==> config.mk <==
export PLATFORM = sky130hd
export DESIGN_NAME = floppy_track_sector_formatter
export DESIGN_NICKNAME = d
export VERILOG_FILES = /design/src/verilog/fmt_pkg.sv /design/src/verilog/floppy_track_sector_formatter.sv /design/src/verilog/fmt_buf.sv
export SDC_FILE = /design/constraint.sdc
export NUM_CORES = 1
export LEC_CHECK = 0
export BUFFER_PORTS_ARGS = -buffer_cell sky130_fd_sc_hd__buf_2
export CORE_UTILIZATION = 45
export CTS_BUF_LIST = sky130_fd_sc_hd__clkbuf_8
export CTS_CLUSTER_SIZE = 20
export DETAILED_ROUTE_END_ITERATION = 16
export SLEW_MARGIN = 20
export SYNTH_ARGS = -nofsm -noshare
export SYNTH_HDL_FRONTEND = slang
export SYNTH_SLANG_ARGS = --single-unit
==> constraint.sdc <==
create_clock -name core_clk -period 5.4 [get_ports core_clk]
set_input_delay 0.81 -clock core_clk [delete_from_list [all_inputs] [get_ports core_clk]]
set_output_delay 0.81 -clock core_clk [all_outputs]
set_load 0.02 [all_outputs]
==> src/verilog/fmt_pkg.sv <==
// Constants and types shared by the track formatter and its output buffer
package fmt_pkg;

  // ----------------------------------------------------------------
  // Geometry
  // ----------------------------------------------------------------
  localparam logic [5:0] TRACK_LIMIT = 6'h28;
  localparam logic [2:0] LAST_SECTOR = 3'h7;
  localparam logic [7:0] LEN_CODE_512 = 8'h02;

  // ----------------------------------------------------------------
  // Field lengths in bytes
  // ----------------------------------------------------------------
  localparam logic [9:0] PRE_INDEX_FILL_LEN = 10'h028;
  localparam logic [9:0] SYNC_LEN = 10'h00c;
  localparam logic [9:0] GAP1_LEN = 10'h027;
  localparam logic [9:0] HEADER_LEN = 10'h05c;
  localparam logic [9:0] ADDR_LEN = 10'h004;
  localparam logic [9:0] CRC_LEN = 10'h002;
  localparam logic [9:0] GAP2_LEN = 10'h016;
  localparam logic [9:0] DATA_LEN = 10'h200;
  localparam logic [9:0] GAP3_LEN = 10'h036;
  localparam logic [9:0] ONE_BYTE = 10'h001;

  // ----------------------------------------------------------------
  // Byte values
  // ----------------------------------------------------------------
  localparam logic [7:0] FILL_BYTE = 8'h4e;
  localparam logic [7:0] SYNC_BYTE = 8'h00;
  localparam logic [7:0] TRACK_START_MARK = 8'hfc;
  localparam logic [7:0] SECTOR_LABEL_MARK = 8'hfe;
  localparam logic [7:0] DATA_MARK = 8'hfb;
  localparam logic [15:0] CRC_INIT = 16'hffff;
  localparam logic [15:0] CRC_POLY = 16'h1021;
  localparam logic [15:0] CRC_RESIDUE = 16'h0000;

  // Output stream word: {mark flag, byte}
  localparam int BUF_W = 9;

  // ----------------------------------------------------------------
  // States
  // ----------------------------------------------------------------
  typedef enum logic [4:0] {
    IDLE, WAIT_INDEX, FILL, HDR_SYNC, TRACK_MARK, GAP1,
    LBL_SYNC, LBL_MARK, LBL_ADDR, LBL_CRC, GAP2,
    DAT_SYNC, DAT_MARK, DAT_BODY, DAT_CRC, GAP3, GAP4
  } fmt_state_t;

  typedef enum logic [1:0] {
    SEARCH_OFF, HUNT, READ_ADDR, READ_CRC
  } search_state_t;

endpackage
==> src/verilog/floppy_track_sector_formatter.sv <==
// Track and sector formatter with record search and drive-ready detect
//
// Behaviour
// - The first index pulse after an accepted format command starts the track; layout begins right after it.
// - Record search aborts with error after one full revolution between index pulses.
// - Drive ready only after two index pulses have been seen.
// - Tracks 00 to 39 are supported; others are refused.
// - Every track holds exactly 8 soft sectors found by label fields.
// - Each sector carries 512 data bytes.
// - Track header after index totals 92 bytes.
// - Header holds one specially encoded track start mark.
// - A gap follows the track start mark up to the label sync.
// - A fixed count of sync bytes precedes every label mark.
// - Each label field starts with one specially encoded label mark.
// - Label address order: track, head, sector, length code.
// - Two check bytes close each label; reads validate with them.
// - A gap separates label check bytes from data sync.
// - Inter-sector gap after data; after sector 8 fill until index.
// - Data mark preceded by 12 sync bytes, then data and two check bytes.
`timescale 1ns/1ps
module floppy_track_sector_formatter import fmt_pkg::*; (
  // Clock and reset
  input wire logic core_clk,
  input wire logic nrst,
  // Drive index detector
  input wire logic index_in,
  // Format command
  input wire logic fmt_start,
  input wire logic [5:0] fmt_track,
  input wire logic fmt_head,
  output logic fmt_busy,
  output logic fmt_done,
  output logic fmt_reject,
  output logic drive_ready,
  // Sector data from the host
  input wire logic [7:0] data_in,
  input wire logic data_valid,
  output logic data_ready,
  // Write stream to the drive
  output logic [7:0] wr_byte,
  output logic wr_mark,
  output logic wr_valid,
  input wire logic wr_ready,
  // Read stream from the separator
  input wire logic [7:0] rd_byte,
  input wire logic rd_mark,
  input wire logic rd_valid,
  // Record search
  input wire logic search_start,
  input wire logic [5:0] want_track,
  input wire logic [2:0] want_sector,
  output logic search_found,
  output logic search_error
);

  // ----------------------------------------------------------------
  // State
  // ----------------------------------------------------------------
  typedef struct packed {
    fmt_state_t st;
    logic [9:0] cnt;
    logic [2:0] sect;
    logic [15:0] crc;
    logic [7:0] hold;
    logic hold_full;
    logic data_ready;
    logic [9:0] took;
    logic [9:0] hdr;
    logic idx_prev;
    logic [1:0] idx_seen;
    logic ready;
    logic [5:0] track;
    logic head;
    logic busy;
    logic done;
    logic reject;
    search_state_t sst;
    logic [1:0] scnt;
    logic [1:0] srev;
    logic [7:0] got_t;
    logic [7:0] got_s;
    logic [15:0] scrc;
    logic [5:0] want_t;
    logic [2:0] want_s;
    logic found;
    logic serr;
  } state_t;

  state_t s_r;
  state_t s_nxt;

  logic idx_edge;
  logic have;
  logic push;
  logic last;
  logic emit_mark;
  logic [7:0] emit_byte;
  logic [9:0] seg_len;
  logic buf_in_ready;
  logic [BUF_W-1:0] buf_out;

  // ----------------------------------------------------------------
  // CRC-16, polynomial x16+x12+x5+1, MSB first
  // ----------------------------------------------------------------
  function automatic logic [15:0] crc_step(input logic [15:0] c, input logic [7:0] d);
    logic [15:0] x;
    x = c;
    for (int i = 7; i >= 0; i--) begin
      if (x[15] ^ d[i]) begin
        x = {x[14:0], 1'b0} ^ CRC_POLY;
      end else begin
        x = {x[14:0], 1'b0};
      end
    end
    return x;
  endfunction

  // ----------------------------------------------------------------
  // Next state
  // ----------------------------------------------------------------
  always_comb begin
    s_nxt = s_r;
    idx_edge = index_in && !s_r.idx_prev;
    s_nxt.idx_prev = index_in;
    s_nxt.done = 1'b0;
    s_nxt.reject = 1'b0;
    s_nxt.found = 1'b0;
    s_nxt.serr = 1'b0;

    // Two index pulses prove a diskette is turning
    if (idx_edge && s_r.idx_seen != 2'h2) begin
      s_nxt.idx_seen = s_r.idx_seen + 2'h1;
    end
    s_nxt.ready = (s_nxt.idx_seen == 2'h2);

    // Byte that the current field wants to write
    emit_byte = FILL_BYTE;
    emit_mark = 1'b0;
    have = 1'b1;
    seg_len = ONE_BYTE;
    case (s_r.st)
      FILL: begin
        seg_len = PRE_INDEX_FILL_LEN;
      end
      HDR_SYNC, LBL_SYNC, DAT_SYNC: begin
        emit_byte = SYNC_BYTE;
        seg_len = SYNC_LEN;
      end
      TRACK_MARK: begin
        emit_byte = TRACK_START_MARK;
        emit_mark = 1'b1;
      end
      GAP1: begin
        seg_len = GAP1_LEN;
      end
      LBL_MARK: begin
        emit_byte = SECTOR_LABEL_MARK;
        emit_mark = 1'b1;
      end
      LBL_ADDR: begin
        seg_len = ADDR_LEN;
        case (s_r.cnt[1:0])
          2'h0: emit_byte = {2'h0, s_r.track};
          2'h1: emit_byte = {7'h00, s_r.head};
          2'h2: emit_byte = {5'h00, s_r.sect} + 8'h01;
          default: emit_byte = LEN_CODE_512;
        endcase
      end
      LBL_CRC, DAT_CRC: begin
        seg_len = CRC_LEN;
        emit_byte = s_r.cnt[0] ? s_r.crc[7:0] : s_r.crc[15:8];
      end
      GAP2: begin
        seg_len = GAP2_LEN;
      end
      DAT_MARK: begin
        emit_byte = DATA_MARK;
        emit_mark = 1'b1;
      end
      DAT_BODY: begin
        emit_byte = s_r.hold;
        have = s_r.hold_full;
        seg_len = DATA_LEN;
      end
      GAP3: begin
        seg_len = GAP3_LEN;
      end
      GAP4: begin
        seg_len = ONE_BYTE;
      end
      default: begin
        have = 1'b0;
      end
    endcase

    // A stall by the buffer simply holds the field where it is
    push = have && buf_in_ready;
    last = (s_r.cnt == seg_len - ONE_BYTE);

    if (push) begin
      case (s_r.st)
        LBL_SYNC, DAT_SYNC: s_nxt.crc = CRC_INIT;
        LBL_MARK, LBL_ADDR, DAT_MARK, DAT_BODY: s_nxt.crc = crc_step(s_r.crc, emit_byte);
        default: s_nxt.crc = s_r.crc;
      endcase
      if (s_r.st == DAT_BODY) begin
        s_nxt.hold_full = 1'b0;
      end
      if (s_r.st inside {FILL, HDR_SYNC, TRACK_MARK, GAP1}) begin
        s_nxt.hdr = s_r.hdr + ONE_BYTE;
      end
      s_nxt.cnt = last ? 10'h000 : s_r.cnt + ONE_BYTE;
      if (last) begin
        case (s_r.st)
          FILL: s_nxt.st = HDR_SYNC;
          HDR_SYNC: s_nxt.st = TRACK_MARK;
          TRACK_MARK: s_nxt.st = GAP1;
          GAP1: s_nxt.st = LBL_SYNC;
          LBL_SYNC: s_nxt.st = LBL_MARK;
          LBL_MARK: s_nxt.st = LBL_ADDR;
          LBL_ADDR: s_nxt.st = LBL_CRC;
          LBL_CRC: s_nxt.st = GAP2;
          GAP2: s_nxt.st = DAT_SYNC;
          DAT_SYNC: s_nxt.st = DAT_MARK;
          DAT_MARK: s_nxt.st = DAT_BODY;
          DAT_BODY: s_nxt.st = DAT_CRC;
          DAT_CRC: begin
            s_nxt.st = (s_r.sect == LAST_SECTOR) ? GAP4 : GAP3;
          end
          GAP3: begin
            s_nxt.st = LBL_SYNC;
            s_nxt.sect = s_r.sect + 3'h1;
          end
          default: s_nxt.st = s_r.st;
        endcase
      end
    end

    // Command acceptance and index-driven steps
    case (s_r.st)
      IDLE: begin
        if (fmt_start) begin
          if (!s_r.ready || fmt_track >= TRACK_LIMIT) begin
            s_nxt.reject = 1'b1;
          end else begin
            s_nxt.st = WAIT_INDEX;
            s_nxt.busy = 1'b1;
            s_nxt.track = fmt_track;
            s_nxt.head = fmt_head;
          end
        end
      end
      WAIT_INDEX: begin
        s_nxt.hdr = 10'h000;
        if (idx_edge) begin
          s_nxt.st = FILL;
          s_nxt.cnt = 10'h000;
          s_nxt.sect = 3'h0;
        end
      end
      GAP4: begin
        if (idx_edge) begin
          s_nxt.st = IDLE;
          s_nxt.busy = 1'b0;
          s_nxt.done = 1'b1;
        end
      end
      default: begin
      end
    endcase

    // Host data is staged one byte ahead so data_ready stays registered
    if (data_valid && s_r.data_ready) begin
      s_nxt.hold = data_in;
      s_nxt.hold_full = 1'b1;
      s_nxt.took = s_r.took + ONE_BYTE;
    end
    if (s_nxt.st == LBL_SYNC) begin
      s_nxt.took = 10'h000;
    end
    s_nxt.data_ready = (s_nxt.st inside {DAT_SYNC, DAT_MARK, DAT_BODY}) &&
                       !s_nxt.hold_full && (s_nxt.took != DATA_LEN);

    // Record search on the read stream
    case (s_r.sst)
      SEARCH_OFF: begin
        if (search_start) begin
          if (!s_r.ready) begin
            s_nxt.serr = 1'b1;
          end else begin
            s_nxt.sst = HUNT;
            s_nxt.srev = 2'h0;
            s_nxt.want_t = want_track;
            s_nxt.want_s = want_sector;
          end
        end
      end
      HUNT: begin
        if (rd_valid && rd_mark && rd_byte == SECTOR_LABEL_MARK) begin
          s_nxt.sst = READ_ADDR;
          s_nxt.scnt = 2'h0;
          s_nxt.scrc = crc_step(CRC_INIT, rd_byte);
        end
      end
      READ_ADDR: begin
        if (rd_valid) begin
          s_nxt.scrc = crc_step(s_r.scrc, rd_byte);
          s_nxt.scnt = s_r.scnt + 2'h1;
          if (s_r.scnt == 2'h0) begin
            s_nxt.got_t = rd_byte;
          end
          if (s_r.scnt == 2'h2) begin
            s_nxt.got_s = rd_byte;
          end
          if (s_r.scnt == 2'h3) begin
            s_nxt.sst = READ_CRC;
          end
        end
      end
      READ_CRC: begin
        if (rd_valid) begin
          s_nxt.scrc = crc_step(s_r.scrc, rd_byte);
          s_nxt.scnt = s_r.scnt + 2'h1;
          if (s_r.scnt[0]) begin
            s_nxt.sst = HUNT;
            if (s_nxt.scrc == CRC_RESIDUE && s_r.got_t == {2'h0, s_r.want_t} &&
                s_r.got_s == {5'h00, s_r.want_s} + 8'h01) begin
              s_nxt.found = 1'b1;
              s_nxt.sst = SEARCH_OFF;
            end
          end
        end
      end
      default: begin
        s_nxt.sst = SEARCH_OFF;
      end
    endcase

    // Second index since the start means a whole revolution went by
    if (s_r.sst != SEARCH_OFF && !s_nxt.found && idx_edge) begin
      if (s_r.srev == 2'h1) begin
        s_nxt.serr = 1'b1;
        s_nxt.sst = SEARCH_OFF;
      end else begin
        s_nxt.srev = s_r.srev + 2'h1;
      end
    end
  end

  always_ff @(posedge core_clk or negedge nrst) begin
    if (!nrst) begin
      s_r <= '0;
    end else begin
      s_r <= s_nxt;
    end
  end

  // ----------------------------------------------------------------
  // Output buffer and ports
  // ----------------------------------------------------------------
  fmt_buf u_buf (
    .core_clk(core_clk),
    .nrst(nrst),
    .in_data({emit_mark, emit_byte}),
    .in_valid(push),
    .in_ready(buf_in_ready),
    .out_data(buf_out),
    .out_valid(wr_valid),
    .out_ready(wr_ready)
  );

  assign wr_byte = buf_out[7:0];
  assign wr_mark = buf_out[8];
  assign fmt_busy = s_r.busy;
  assign fmt_done = s_r.done;
  assign fmt_reject = s_r.reject;
  assign drive_ready = s_r.ready;
  assign data_ready = s_r.data_ready;
  assign search_found = s_r.found;
  assign search_error = s_r.serr;
endmodule

==> src/verilog/fmt_buf.sv <==
// Two-entry output buffer between the formatter and the write path
`timescale 1ns/1ps
module fmt_buf import fmt_pkg::*; (
  // Clock and reset
  input wire logic core_clk,
  input wire logic nrst,
  // Filling side
  input wire logic [BUF_W-1:0] in_data,
  input wire logic in_valid,
  output logic in_ready,
  // Draining side
  output logic [BUF_W-1:0] out_data,
  output logic out_valid,
  input wire logic out_ready
);

  typedef struct packed {
    logic [1:0][BUF_W-1:0] ent;
    logic [1:0] vld;
  } buf_t;

  buf_t b_r;
  buf_t b_nxt;

  // Entry 0 is the head; a word is only accepted while entry 1 is free
  always_comb begin
    b_nxt = b_r;
    if (out_ready && b_r.vld[0]) begin
      b_nxt.ent[0] = b_r.ent[1];
      b_nxt.vld[0] = b_r.vld[1];
      b_nxt.vld[1] = 1'b0;
    end
    if (in_valid && !b_r.vld[1]) begin
      if (!b_nxt.vld[0]) begin
        b_nxt.ent[0] = in_data;
        b_nxt.vld[0] = 1'b1;
      end else begin
        b_nxt.ent[1] = in_data;
        b_nxt.vld[1] = 1'b1;
      end
    end
  end

  always_ff @(posedge core_clk or negedge nrst) begin
    if (!nrst) begin
      b_r <= '0;
    end else begin
      b_r <= b_nxt;
    end
  end

  assign in_ready = !b_r.vld[1];
  assign out_data = b_r.ent[0];
  assign out_valid = b_r.vld[0];

endmodule

======== Yosys cells after proc, flatten, opt, wreduce, memory -nomap -nowiden ========
Cells that the tools add are included.
storage, ports and cells
  register bits after elaboration ......... 137
  input port bits ......................... 41
  output and inout port bits .............. 17
  logic and storage cells ................. 343
cells by class
  add/subtract/negate cells ............... 9
  order comparisons ....................... 1
  eq/ne operators ......................... 42
  mux-type cells .......................... 156
  bitwise gates (word level) .............. 61
  reductions and logical operators ........ 45
operators with widths
  kind                     count
  $mux W16                 60
  $mux W13                 32
  $not A3 Y3               30
  $pmux W10 S8             1
  $pmux W5 S13             1
  $pmux W8 S7              1
  $eq A5 B4 Y1 const B     11
  $pmux W16 S3             1
  $mux W34                 1
  $pmux W16 S2             1
  $mux W10                 3
  $xor A1 B1 Y1            30
  $mux W2                  13
  $eq A5 B3 Y1 const B     5
  $mux W5                  5
  $mux W11                 2
  $mux W1                  21
  $add A10 B1 Y10 const B  2
  $mux W18                 1
  $pmux W6 S3              1
  $logic_not A16 Y1        1
  $pmux W5 S3              1
  $logic_and A1 B1 Y1      14
  $ne A2 B2 Y1 const B     7
  other kinds (37)         69

======== Depth between registers and ports, before layout ========
Gate-level depths: netlist of run 1.
  depth in word-level cells ............... 43
  gate-level depth with buffers ........... 17
  depth with buffers taken out ............ 14

======== By module ========
Synthesis of run 1 repeated with hierarchy kept, for this count alone.
second synthesis, totals
  cells, all modules ...................... 771
  area total of the unflattened synthesis .. 7,741.2 sq um
modules (own cells, without submodules)
  module                         times used  cells an instance  area an instance (sq um)  seq. area each (sq um)
  floppy_track_sector_formatter  1           705                6,805.3                   2,927.8
  fmt_buf                        1           66                 935.9                     500.5

======== Worst setup path after synthesis of run 1 ========
OpenSTA, ideal clock, no wires.
  path type ............................... reg2reg
  start ................................... reg s_r[124] (netlist name)
  end ..................................... reg s_r[77] (netlist name)
  setup time .............................. 0.122 ns
  arrival time ............................ 3.425 ns
  required time ........................... 5.278 ns
  slack ................................... 1.853 ns
  cell stages (with the launch flop) ...... 17
  buffers on the path ..................... 5
  period minus slack after synthesis ...... 3.547 ns
  cells stage by stage .................... dfrtp_1 > buf_4 > buf_6 > buf_2 > clkbuf_1 > o21ai_0 > a21o_1 > ha_1 > xnor2_1 > a2111oi_2 > o2111ai_1 > a211oi_4 > and2_4 > mux2i_1 > nor4bb_1 > buf_2 > nor2_1
RTL lines
  element                 line                                  text
  start, declared         floppy_track_sector_formatter.sv:89   state_t s_r;
  start signal, assigned  floppy_track_sector_formatter.sv:354  s_r <= s_nxt;

==> results of run 1 <==
## state kept, by name, summed over array words and instances, names as in the netlist
| name | flops |
|---|---|
| u_buf.out_data | 9 |
| fmt_done | 1 |
| search_error | 1 |
| u_buf.b_r | 10 |
| fmt_reject | 1 |
| search_found | 1 |
| fmt_busy | 1 |
| s_r | 110 |
| data_ready | 1 |
| u_buf.out_valid | 1 |
| drive_ready | 1 |
## layout make-up
| cell class | instances | area, um2 | share of cell area |
|---|---|---|---|
| timing repair buffer | 66 | 359 | 0.0422 |
| clock buffer | 22 | 303 | 0.0356 |
| multi-input combinational | 596 | 3930 | 0.462 |
| sequential | 137 | 3430 | 0.403 |
| clock inverter | 9 | 136 | 0.0160 |
| tap | 220 | 275 | 0.0323 |
| inverter | 21 | 78.8 | 0.00926 |
## placed cells by master, fill, tap and decap left out, types with 6 or more instances in the layout
master    count
ha_1         13
nor2b_1       6
a31oi_1       6
mux2i_1      19
o22a_1        7
nand3b_1      6
mux2_2       31
nand4_1      12
buf_4         9
o22ai_1       6
nand2_1     108
a21oi_1      45
nand2b_1     12
inv_1        21
dfrtp_1     137
clkbuf_8     22
o21ai_0      34
xor2_1       35
nand3_1      18
nor2_1       71
nor4_1       10
nor3_1       17
buf_2        56
and3_1        8
xnor2_1      55
## per-layer routing
layer  routed length, um  global-route usage
met1                8700               0.313
met5                   0                   0
met2                8430               0.338
met3                 827              0.0494
met4                 282              0.0658
## metrics by stage
step	hold slack [ns]	total power, W	cell area, um2	setup WS, ns
after floorplan	0.446	0.00259	7670	1.85
after global placement	0.461	0.00288	8070	1.43
after detailed placement	0.466	0.00292	8070	1.31
after CTS	0.453	0.00387	8510	1.29
after global routing	0.448	0.00410	8510	0.835
final	0.459	0.00384	8510	1.23
## final timing paths
path	startpoint	end	slack, ns	depth (start not counted)
setup / recovery	s_r[122]	s_r[81]	1.23	14
hold reg to reg	s_r[31]	s_r[31]	0.48	2
max in group asynchronous	nrst	s_r[36]	3.92	2
setup reg to reg	s_r[122]	s_r[81]	1.23	14
hold / removal	nrst	s_r[120]	0.46	1
min in group core_clk	s_r[31]	s_r[31]	0.48	2
## worst max-delay path: stages (launching register included)
cell	delay, ns
dfrtp_1	0.93
nand2b_1	0.29
nor2_1	0.14
o21ai_0	0.09
a21o_1	0.20
ha_1	0.28
xnor2_1	0.14
a2111oi_2	0.28
o2111ai_1	0.21
a211oi_4	0.40
and2_4	0.23
mux2i_1	0.31
nor4bb_1	0.26
buf_4	0.23
nor2_1	0.07
## power by group through the flow
stage               registers [W]  clock network (W)  logic [W]
global route              0.00160            0.00101    0.00150
CTS                       0.00156           0.000955    0.00136
global placement          0.00157                  0    0.00131
finish                    0.00156           0.000929    0.00135
detailed placement        0.00158                  0    0.00135
floorplan                 0.00147                  0    0.00112
## cell families after synthesis
kind of cell / share of synthesized area
buffers and inverters: 0.0416
DFF: 0.447
and+or+nand+nor: 0.188
muxes: 0.0703
adders and majority gates: 0.0225
xor gates and xnor gates: 0.111
AOI/OAI and AO/OA: 0.120
==> run_results.csv, run 1 <==
group,metric,value,unit
floorplan,rows,47,
logic_synthesis,synth_seq_cells,137,
floorplan,fp.dieW,133,um
logic_synthesis,yosys.area.top_type_share,0.447,
routing,ant_nets,0,
clock_tree,cts_max_path_buffers,2,
final_layout,fin_cells,1071,
logic_synthesis,yosysTopAreaCell,"dfrtp_1",
logic_synthesis,synth_cell_types,72,
global_routing,grt_pass1_wl,30500,um
routing,first_pass_iters,5,
floorplan,die_h,133,um
run,max_cap_violations,0,
logic_synthesis,yosysMostFrequentCell,"dfrtp_1",
power,pwr-share-comb,0.352,
logic_synthesis,syn_inst,797,
logic_synthesis,synth_edf_count,0,
routing,drt_iter0_markers,526,
power,p_sw_frac,0.377,
setup_path,worstPathMaxFanout,28,
place,io_buffers,57,
final_layout,final_nets,893,
global_routing,grt_use_total,0.221,
global_routing,grt_pass1_vias,5820,
logic_synthesis,syn_area_per_cell,9.63,um2
logic_synthesis,synthArstFlopShare,1.00,
clock_tree,post_cts_resized,0,
logic_synthesis,synth_area_leaders,"dfrtp_1, xnor2_1, nand2_1, mux2_2, xor2_1",
sta,rsz0062_at_grt,"false",
setup_path,cp-end-kind,"register",
global_routing,antenna_found_initial,0,
logic_synthesis,ys_warn_count,0,
routing,drc,0,
global_routing,overflow,0,
clock_tree,worstSkewPairLatency,0.46,ns
place,dp_hpwl,13200,um
clock_tree,clkTransAtPathRegs,0.09,ns
clock_tree,cts_setup_buffers,0,
routing,wl,18200,um
logic_synthesis,ys_seq_area_frac,0.447,
power,p_per_area,451,mW/mm2
sta,min_period,4.17,ns
floorplan,dieArea,0.0176,mm2
routing,num_vias,5951,
power,vdd_drop_max,0.000224,V
sta,setup_tns,0,ns
logic_synthesis,syn_nets,851,
clock_tree,cts_sinks,137,
sta,max_clock_freq,240,MHz
routing,wire_per_inst,17.0,um
outcome,outcome,"finished, final reports clean",
clock_tree,cts_tree,"done",
setup_path,critical_path_class,"reg -> reg",
floorplan,start_util,0.461,
setup_path,cp.required,5.75,ns
power,power.internal,0.00239,W
setup_path,start_kind,"register",
setup_path,cp.arrival,4.52,ns
final_layout,antenna_cells,0,
sta,maxSlewHeadroom,0.330,
logic_synthesis,synth_ff_type,"dfrtp_1",
floorplan,ios,58,
sta,finalCritPeriodShare,0.772,
power,leakagePower,3.90,nW
clock_tree,ctsHoldBuffers,0,
routing,routed_via_density,5.56,
floorplan,coreArea,0.0166,mm2
worst_hold_path,min_path_type,"in -> async",
final_layout,syn_to_final_growth,10.9,%
place,placedCellCount,1040,
power,seqPwrFrac,0.406,
logic_synthesis,netlist_area,0.00767,mm2
sta,worst_slew_pin_slew,0.994,ns
power,switching_power,0.00145,W
final_layout,drive_gt1_frac,0.179,
place,finalWeightedCongestion,0.879,
final_layout,utilization,0.511,
power,p_clk_frac,0.242,
logic_synthesis,synth_common_cells,"dfrtp_1, nand2_1, nor2_1, xnor2_1, a21oi_1",
sta,slew_violations,0,
clock_tree,numCtsBuffers,17,
clock_tree,cts_root_buffer,"clkbuf_8",
global_routing,grt_max_degree,104,
sta,skew,0.0151,ns
sta,hold_viol,0,
final_layout,fillers,1527,
clock_tree,ctsHtreeMaxLevel,4,
sta,setup_viol,0,
Power figures use the tool's default switching activity.
==> run 2, diff against run 1 <==
==> constraint.sdc (replaced) <==
create_clock -name core_clk -period 3.9 [get_ports core_clk]
set_input_delay 0.585 -clock core_clk [delete_from_list [all_inputs] [get_ports core_clk]]
set_output_delay 0.585 -clock core_clk [all_outputs]
set_load 0.02 [all_outputs]
==> run 2 against run 1 <==
Effect of this change:
- sequential share of layout area is 0.38 points lower
- non-clock buffer count up 16
- clock power up 23%
- sequential cell count unchanged
- final cell count rose by 1.4%
- global-route usage is 0.67 points higher
- maximum frequency increased by 17%
- critical path depth up 1
- wire length rose by 4.1%
==> run_results.csv, run 2 (synthesized netlist as in run 1, its figures left out) <==
group,metric,value,unit
clock_tree,cts_root_buffer,"clkbuf_8",
sta,max_clock_freq,280,MHz
power,p_per_area,608,mW/mm2
routing,num_vias,5979,
global_routing,antenna_found_initial,0,
global_routing,grt_pass1_wl,31000,um
place,io_buffers,57,
power,vdd_drop_max,0.000312,V
place,placedCellCount,1055,
floorplan,rows,47,
floorplan,die_h,133,um
global_routing,grt_use_total,0.228,
place,dp_hpwl,13800,um
clock_tree,clkTransAtPathRegs,0.08,ns
sta,hold_viol,0,
floorplan,dieArea,0.0176,mm2
routing,wl,19000,um
final_layout,syn_to_final_growth,12.1,%
global_routing,grt_max_degree,112,
routing,routed_via_density,5.51,
clock_tree,cts_tree,"done",
final_layout,drive_gt1_frac,0.196,
clock_tree,numCtsBuffers,17,
clock_tree,worstSkewPairLatency,0.45,ns
sta,setup_tns,0,ns
sta,maxSlewHeadroom,0.386,
setup_path,cp.required,4.24,ns
sta,finalCritPeriodShare,0.915,
final_layout,final_cell_mix,"dfrtp_1, nand2_1, nor2_1, buf_2, xnor2_1",
run,max_cap_violations,0,
setup_path,critical_path_class,"reg -> reg",
final_layout,top_register,"s_r",
clock_tree,cts_sinks,137,
routing,ant_nets,0,
power,leakagePower,3.97,nW
global_routing,overflow,0,
final_layout,finalInstanceArea,0.00860,mm2
setup_path,critPathBufInv,2,
sta,worst_slew_pin_slew,0.921,ns
floorplan,coreArea,0.0166,mm2
sta,skew,0.0142,ns
setup_path,rrSetupSlack,0.33,ns
setup_path,crit_chain,"and2b_1 -> o21ai_0 -> a21o_1 -> ha_1 -> nand2_1 -> a2111oi_1 -> a221oi_1 -> mux2i_1 -> a211oi_4 -> buf_4 -> a31oi_1 -> o21ai_1 -> nor4bb_2 -> buf_4 -> nor2_1",
floorplan,ios,58,
setup_path,crit_start,"s_r[123]",
final_layout,antenna_cells,0,
place,finalWeightedCongestion,0.882,
final_layout,fin_cells,1086,
setup_path,worstPathMaxFanout,14,
routing,drt_iter0_markers,412,
routing,first_pass_iters,5,
routing,wire_per_inst,17.5,um
setup_path,cp-end-kind,"register",
sta,setup_viol,0,
floorplan,fp.dieW,133,um
outcome,outcome,"finished, final reports clean",
final_layout,largest_reg_flops,110,
worst_hold_path,min_path_type,"in -> async",
setup_path,timing.rr.start,"s_r[123]",
clock_tree,ctsHoldBuffers,0,
sta,slew_violations,0,
setup_path,cp_common_cell,"buf_4",
setup_path,max_stage_delay,0.50,ns
setup_path,cp.arrival,3.91,ns
sta,rsz0062_at_grt,"false",
setup_path,start_kind,"register",
sta,min_period,3.57,ns
sta,fin_ws,0.332,ns
setup_path,cp_top_family,"compound AO/OA/AOI/OAI gates",
clock_tree,cts_max_path_buffers,2,
clock_tree,ctsHtreeMaxLevel,4,
setup_path,cp_slowest_cell,"dfrtp_2",
final_layout,final_common_cell,"dfrtp_1",
place,place_area,0.00818,mm2
floorplan,start_util,0.461,
global_routing,grt_pass1_vias,5887,
final_layout,final_nets,909,
place,post-place-ws,0.167,ns
routing,drc,0,
[run 2: changes by cell type in the layout (fill, tap and decap cells not counted), moves of 2 or more]
cell     change
inv_6        -2
buf_4       +16
dfrtp_1      -3
inv_1        +3
dfrtp_2      +3
[run 2: timing repair]
action | CTS | global route
setup buffers | 0 | 1
gates resized for setup | 0 | 8
setup endpoints to repair | 0 | 11
[run 2: routing by layer]
metal,global-route usage,part of all wire,vias up
met4,0.0664,0.011,0
met3,0.0536,0.045,20
li1,-,-,2866
met1,0.312,0.47,2963
met2,0.358,0.47,130
met5,0,0,-
[run 2: worst paths after layout]
| check | depth (start not counted) | endpoint |
|---|---|---|
| hold / removal | 1 | s_r[62] |
| setup / recovery | 15 | s_r[80] |
| hold reg to reg | 2 | u_buf.b_r[19] |
| max in group asynchronous | 2 | s_r[104] |
| setup reg to reg | 15 | s_r[80] |
| min in group core_clk | 1 | s_r[62] |
[run 2: area by class of cell]
class / instances / area [um2]
fill: 1557 / 8040
multi-input combinational: 596 / 3950
sequential: 137 / 3430
timing repair buffer: 82 / 482
clock buffer: 20 / 275
tap: 220 / 275
clock inverter: 10 / 105
inverter: 21 / 78.8
[run 2: where the power goes]
part | switching (W) | internal, W
clock | 0.000533 | 0.000603
combinational | 0.00111 | 0.000864
sequential | 0.000349 | 0.00176
[run 2: through the flow]
stage / power, W / util / hold slack, ns
after detailed placement: 0.00410 / 0.492 / 0.469
final: 0.00523 / 0.517 / 0.221
after CTS: 0.00527 / 0.514 / 0.226
after global placement: 0.00404 / 0.492 / 0.463
after global routing: 0.00559 / 0.517 / 0.224
after floorplan: 0.00359 / - / 0.289
==> run 3, diff against run 2 <==
--- a/config.mk
+++ b/config.mk
@@ -5,6 +5,7 @@
 export SDC_FILE = /design/constraint.sdc
 export NUM_CORES = 1
 export LEC_CHECK = 0
+export ABC_AREA = 0
 export BUFFER_PORTS_ARGS = -buffer_cell sky130_fd_sc_hd__buf_2
 export CORE_UTILIZATION = 45
 export CTS_BUF_LIST = sky130_fd_sc_hd__clkbuf_8
@@ -13,4 +14,5 @@
 export SLEW_MARGIN = 20
 export SYNTH_ARGS = -nofsm -noshare
 export SYNTH_HDL_FRONTEND = slang
+export SYNTH_HIERARCHICAL = 1
 export SYNTH_SLANG_ARGS = --single-unit
==> run 3 against run 2 <==
Effect of this change:
- sequential cell count unchanged
- critical path depth shrank 1
- clock-buffer cell count shrank 2
- final cell count decreased by 3.1%
- final area about the same
- area after synthesis increased by 0.86%
- highest routed layer unchanged
- worst setup slack worse by 0.13 ns
- global-route usage fell by 0.66 points
- critical path type unchanged
- largest cell class unchanged
- power up 7.0%
==> run_results.csv, run 3 <==
group,metric,value,unit
final_layout,final_common_cell,"dfrtp_1",
logic_synthesis,syn_inst,771,
setup_path,cp_top_family,"simple AND/OR/NAND/NOR gates",
power,power.total,0.00559,W
floorplan,rows,47,
routing,drc,0,
logic_synthesis,syn_area_per_cell,10.0,um2
logic_synthesis,ys_warn_count,6,
sta,slew_violations,0,
clock_tree,worstSkewPairLatency,0.46,ns
sta,fin_hold_ws,0.230,ns
logic_synthesis,synthArstFlopShare,1.00,
sta,rsz0062_at_grt,"false",
setup_path,worstPathMaxFanout,10,
global_routing,grt_max_degree,107,
sta,setup_tns,0,ns
clock_tree,cts_max_path_buffers,2,
sta,setup_viol,0,
logic_synthesis,synth_area_leaders,"dfrtp_1, mux2_2, xor2_1, xnor2_1, nand2_1",
logic_synthesis,netlist_area,0.00774,mm2
routing,wl,18200,um
sta,maxSlewHeadroom,0.334,
routing,drt_iter0_markers,295,
setup_path,start_kind,"register",
sta,max_clock_freq,270,MHz
final_layout,final_nets,874,
floorplan,dieArea,0.0177,mm2
logic_synthesis,synth_edf_count,0,
routing,wire_per_inst,17.3,um
final_layout,final_cell_mix,"dfrtp_1, nand2_1, nor2_1, mux2_2, buf_2",
setup_path,critPathBufInv,1,
logic_synthesis,yosys.area.top_type_share,0.443,
routing,num_vias,5848,
run,max_cap_violations,0,
sta,finalCritPeriodShare,0.950,
place,io_buffers,57,
routing,first_pass_iters,5,
logic_synthesis,synth_ff_type,"dfrtp_1",
floorplan,die_h,133,um
logic_synthesis,yosysTopAreaCell,"dfrtp_1",
setup_path,cp.required,4.24,ns
floorplan,start_util,0.464,
clock_tree,clkTransAtPathRegs,0.08,ns
logic_synthesis,synth_cell_types,80,
setup_path,cp.arrival,4.04,ns
global_routing,grt_pass1_vias,6039,
sta,hold_viol,0,
logic_synthesis,synth_common_cells,"dfrtp_1, nand2_1, nor2_1, mux2_2, xor2_1",
sta,min_period,3.70,ns
final_layout,largest_reg_flops,109,
logic_synthesis,syn_nets,825,
clock_tree,numCtsBuffers,17,
floorplan,ios,58,
routing,routed_via_density,5.56,
setup_path,critical_path_class,"reg -> reg",
routing,ant_nets,0,
setup_path,cp_slowest_cell,"dfrtp_1",
clock_tree,cts_tree,"done",
logic_synthesis,synth_seq_cells,137,
place,dp_hpwl,13400,um
clock_tree,cts_sinks,137,
place,finalWeightedCongestion,0.885,
setup_path,cp-end-kind,"register",
final_layout,drive_gt1_frac,0.225,
worst_hold_path,min_path_type,"in -> async",
outcome,outcome,"finished, final reports clean",
setup_path,max_stage_delay,0.46,ns
setup_path,crit_chain,"inv_1 -> nand2_1 -> a21oi_1 -> a31oi_1 -> or2_2 -> ha_1 -> a222oi_1 -> nand4_1 -> nor3_2 -> and4_4 -> mux2i_2 -> o211ai_1 -> and4bb_4 -> nor2_1",
sta,worst_slew_pin_slew,0.996,ns
global_routing,antenna_found_initial,0,
logic_synthesis,ys_seq_area_frac,0.443,
power,vdd_drop_max,0.000310,V
final_layout,fin_cells,1052,
global_routing,overflow,0,
global_routing,grt_pass1_wl,30600,um
place,placedCellCount,1021,
floorplan,fp.dieW,133,um
floorplan,coreArea,0.0167,mm2
final_layout,syn_to_final_growth,11.2,%
power,p_per_area,650,mW/mm2
logic_synthesis,yosysMostFrequentCell,"dfrtp_1",
sta,skew,0.00833,ns
clock_tree,cts_setup_buffers,0,
clock_tree,ctsHtreeMaxLevel,4,
final_layout,antenna_cells,0,
power,leakagePower,3.95,nW
global_routing,grt_use_total,0.221,
clock_tree,cts_root_buffer,"clkbuf_8",
final_layout,top_register,"s_r",
run 3: final timing paths:
check	start	endpoint	slack, ns	cells after the start
max	s_r[124]	s_r[76]	0.20	14
min	nrst	s_r[111]	0.23	1
max reg2reg	s_r[124]	s_r[76]	0.20	14
min reg2reg	s_r[43]	register	0.48	1
max in group asynchronous	nrst	s_r[22]	2.86	2
min in group core_clk	index_in	s_r[62]	0.25	1
run 3: metrics by stage:
step                      utilization  setup slack, ns  instance area [um2]
after floorplan                     -            0.400                 7740
after global placement          0.489            0.162                 8170
after detailed placement        0.489           0.0655                 8170
after CTS                       0.515           0.0286                 8600
after global routing            0.515           0.0337                 8610
final                           0.515            0.197                 8610
run 3: cell type report:
cell class                      instances  area [um2]
Timing Repair Buffer                   74         419
Fill cell                            1551        8090
Clock inverter                         13         179
Tap cell                              220         275
Inverter                               15        56.3
Clock buffer                           18         248
Sequential cell                       137        3430
Multi-Input combinational cell        575        4000
run 3: routing by layer:
| metal | up-vias | wire length [um] | GRT usage |
|---|---|---|---|
| met5 | - | 0 | 0 |
| met4 | 0 | 637 | 0.107 |
| met3 | 33 | 553 | 0.0392 |
| met2 | 112 | 8890 | 0.373 |
| met1 | 2911 | 8090 | 0.275 |
| li1 | 2792 | - | - |
run 3: cell families after synthesis:
kind of cell	share of synthesized area
AND/OR/NAND/NOR	0.179
flip-flops	0.443
AO/OA/AOI/OAI	0.108
XOR/XNOR	0.101
multiplexers	0.106
buffers and inverters	0.0412
adder cells (fa/ha/maj)	0.0223
run 3: power breakdown:
group / internal (W) / switching (W)
clock network: 0.000706 / 0.000570
logic: 0.000974 / 0.00121
registers: 0.00178 / 0.000358
run 3: repair_timing:
item                                    CTS  global route
gates resized for setup                   0             3
hold buffers                              0             0
endpoints found under the setup margin    0            10
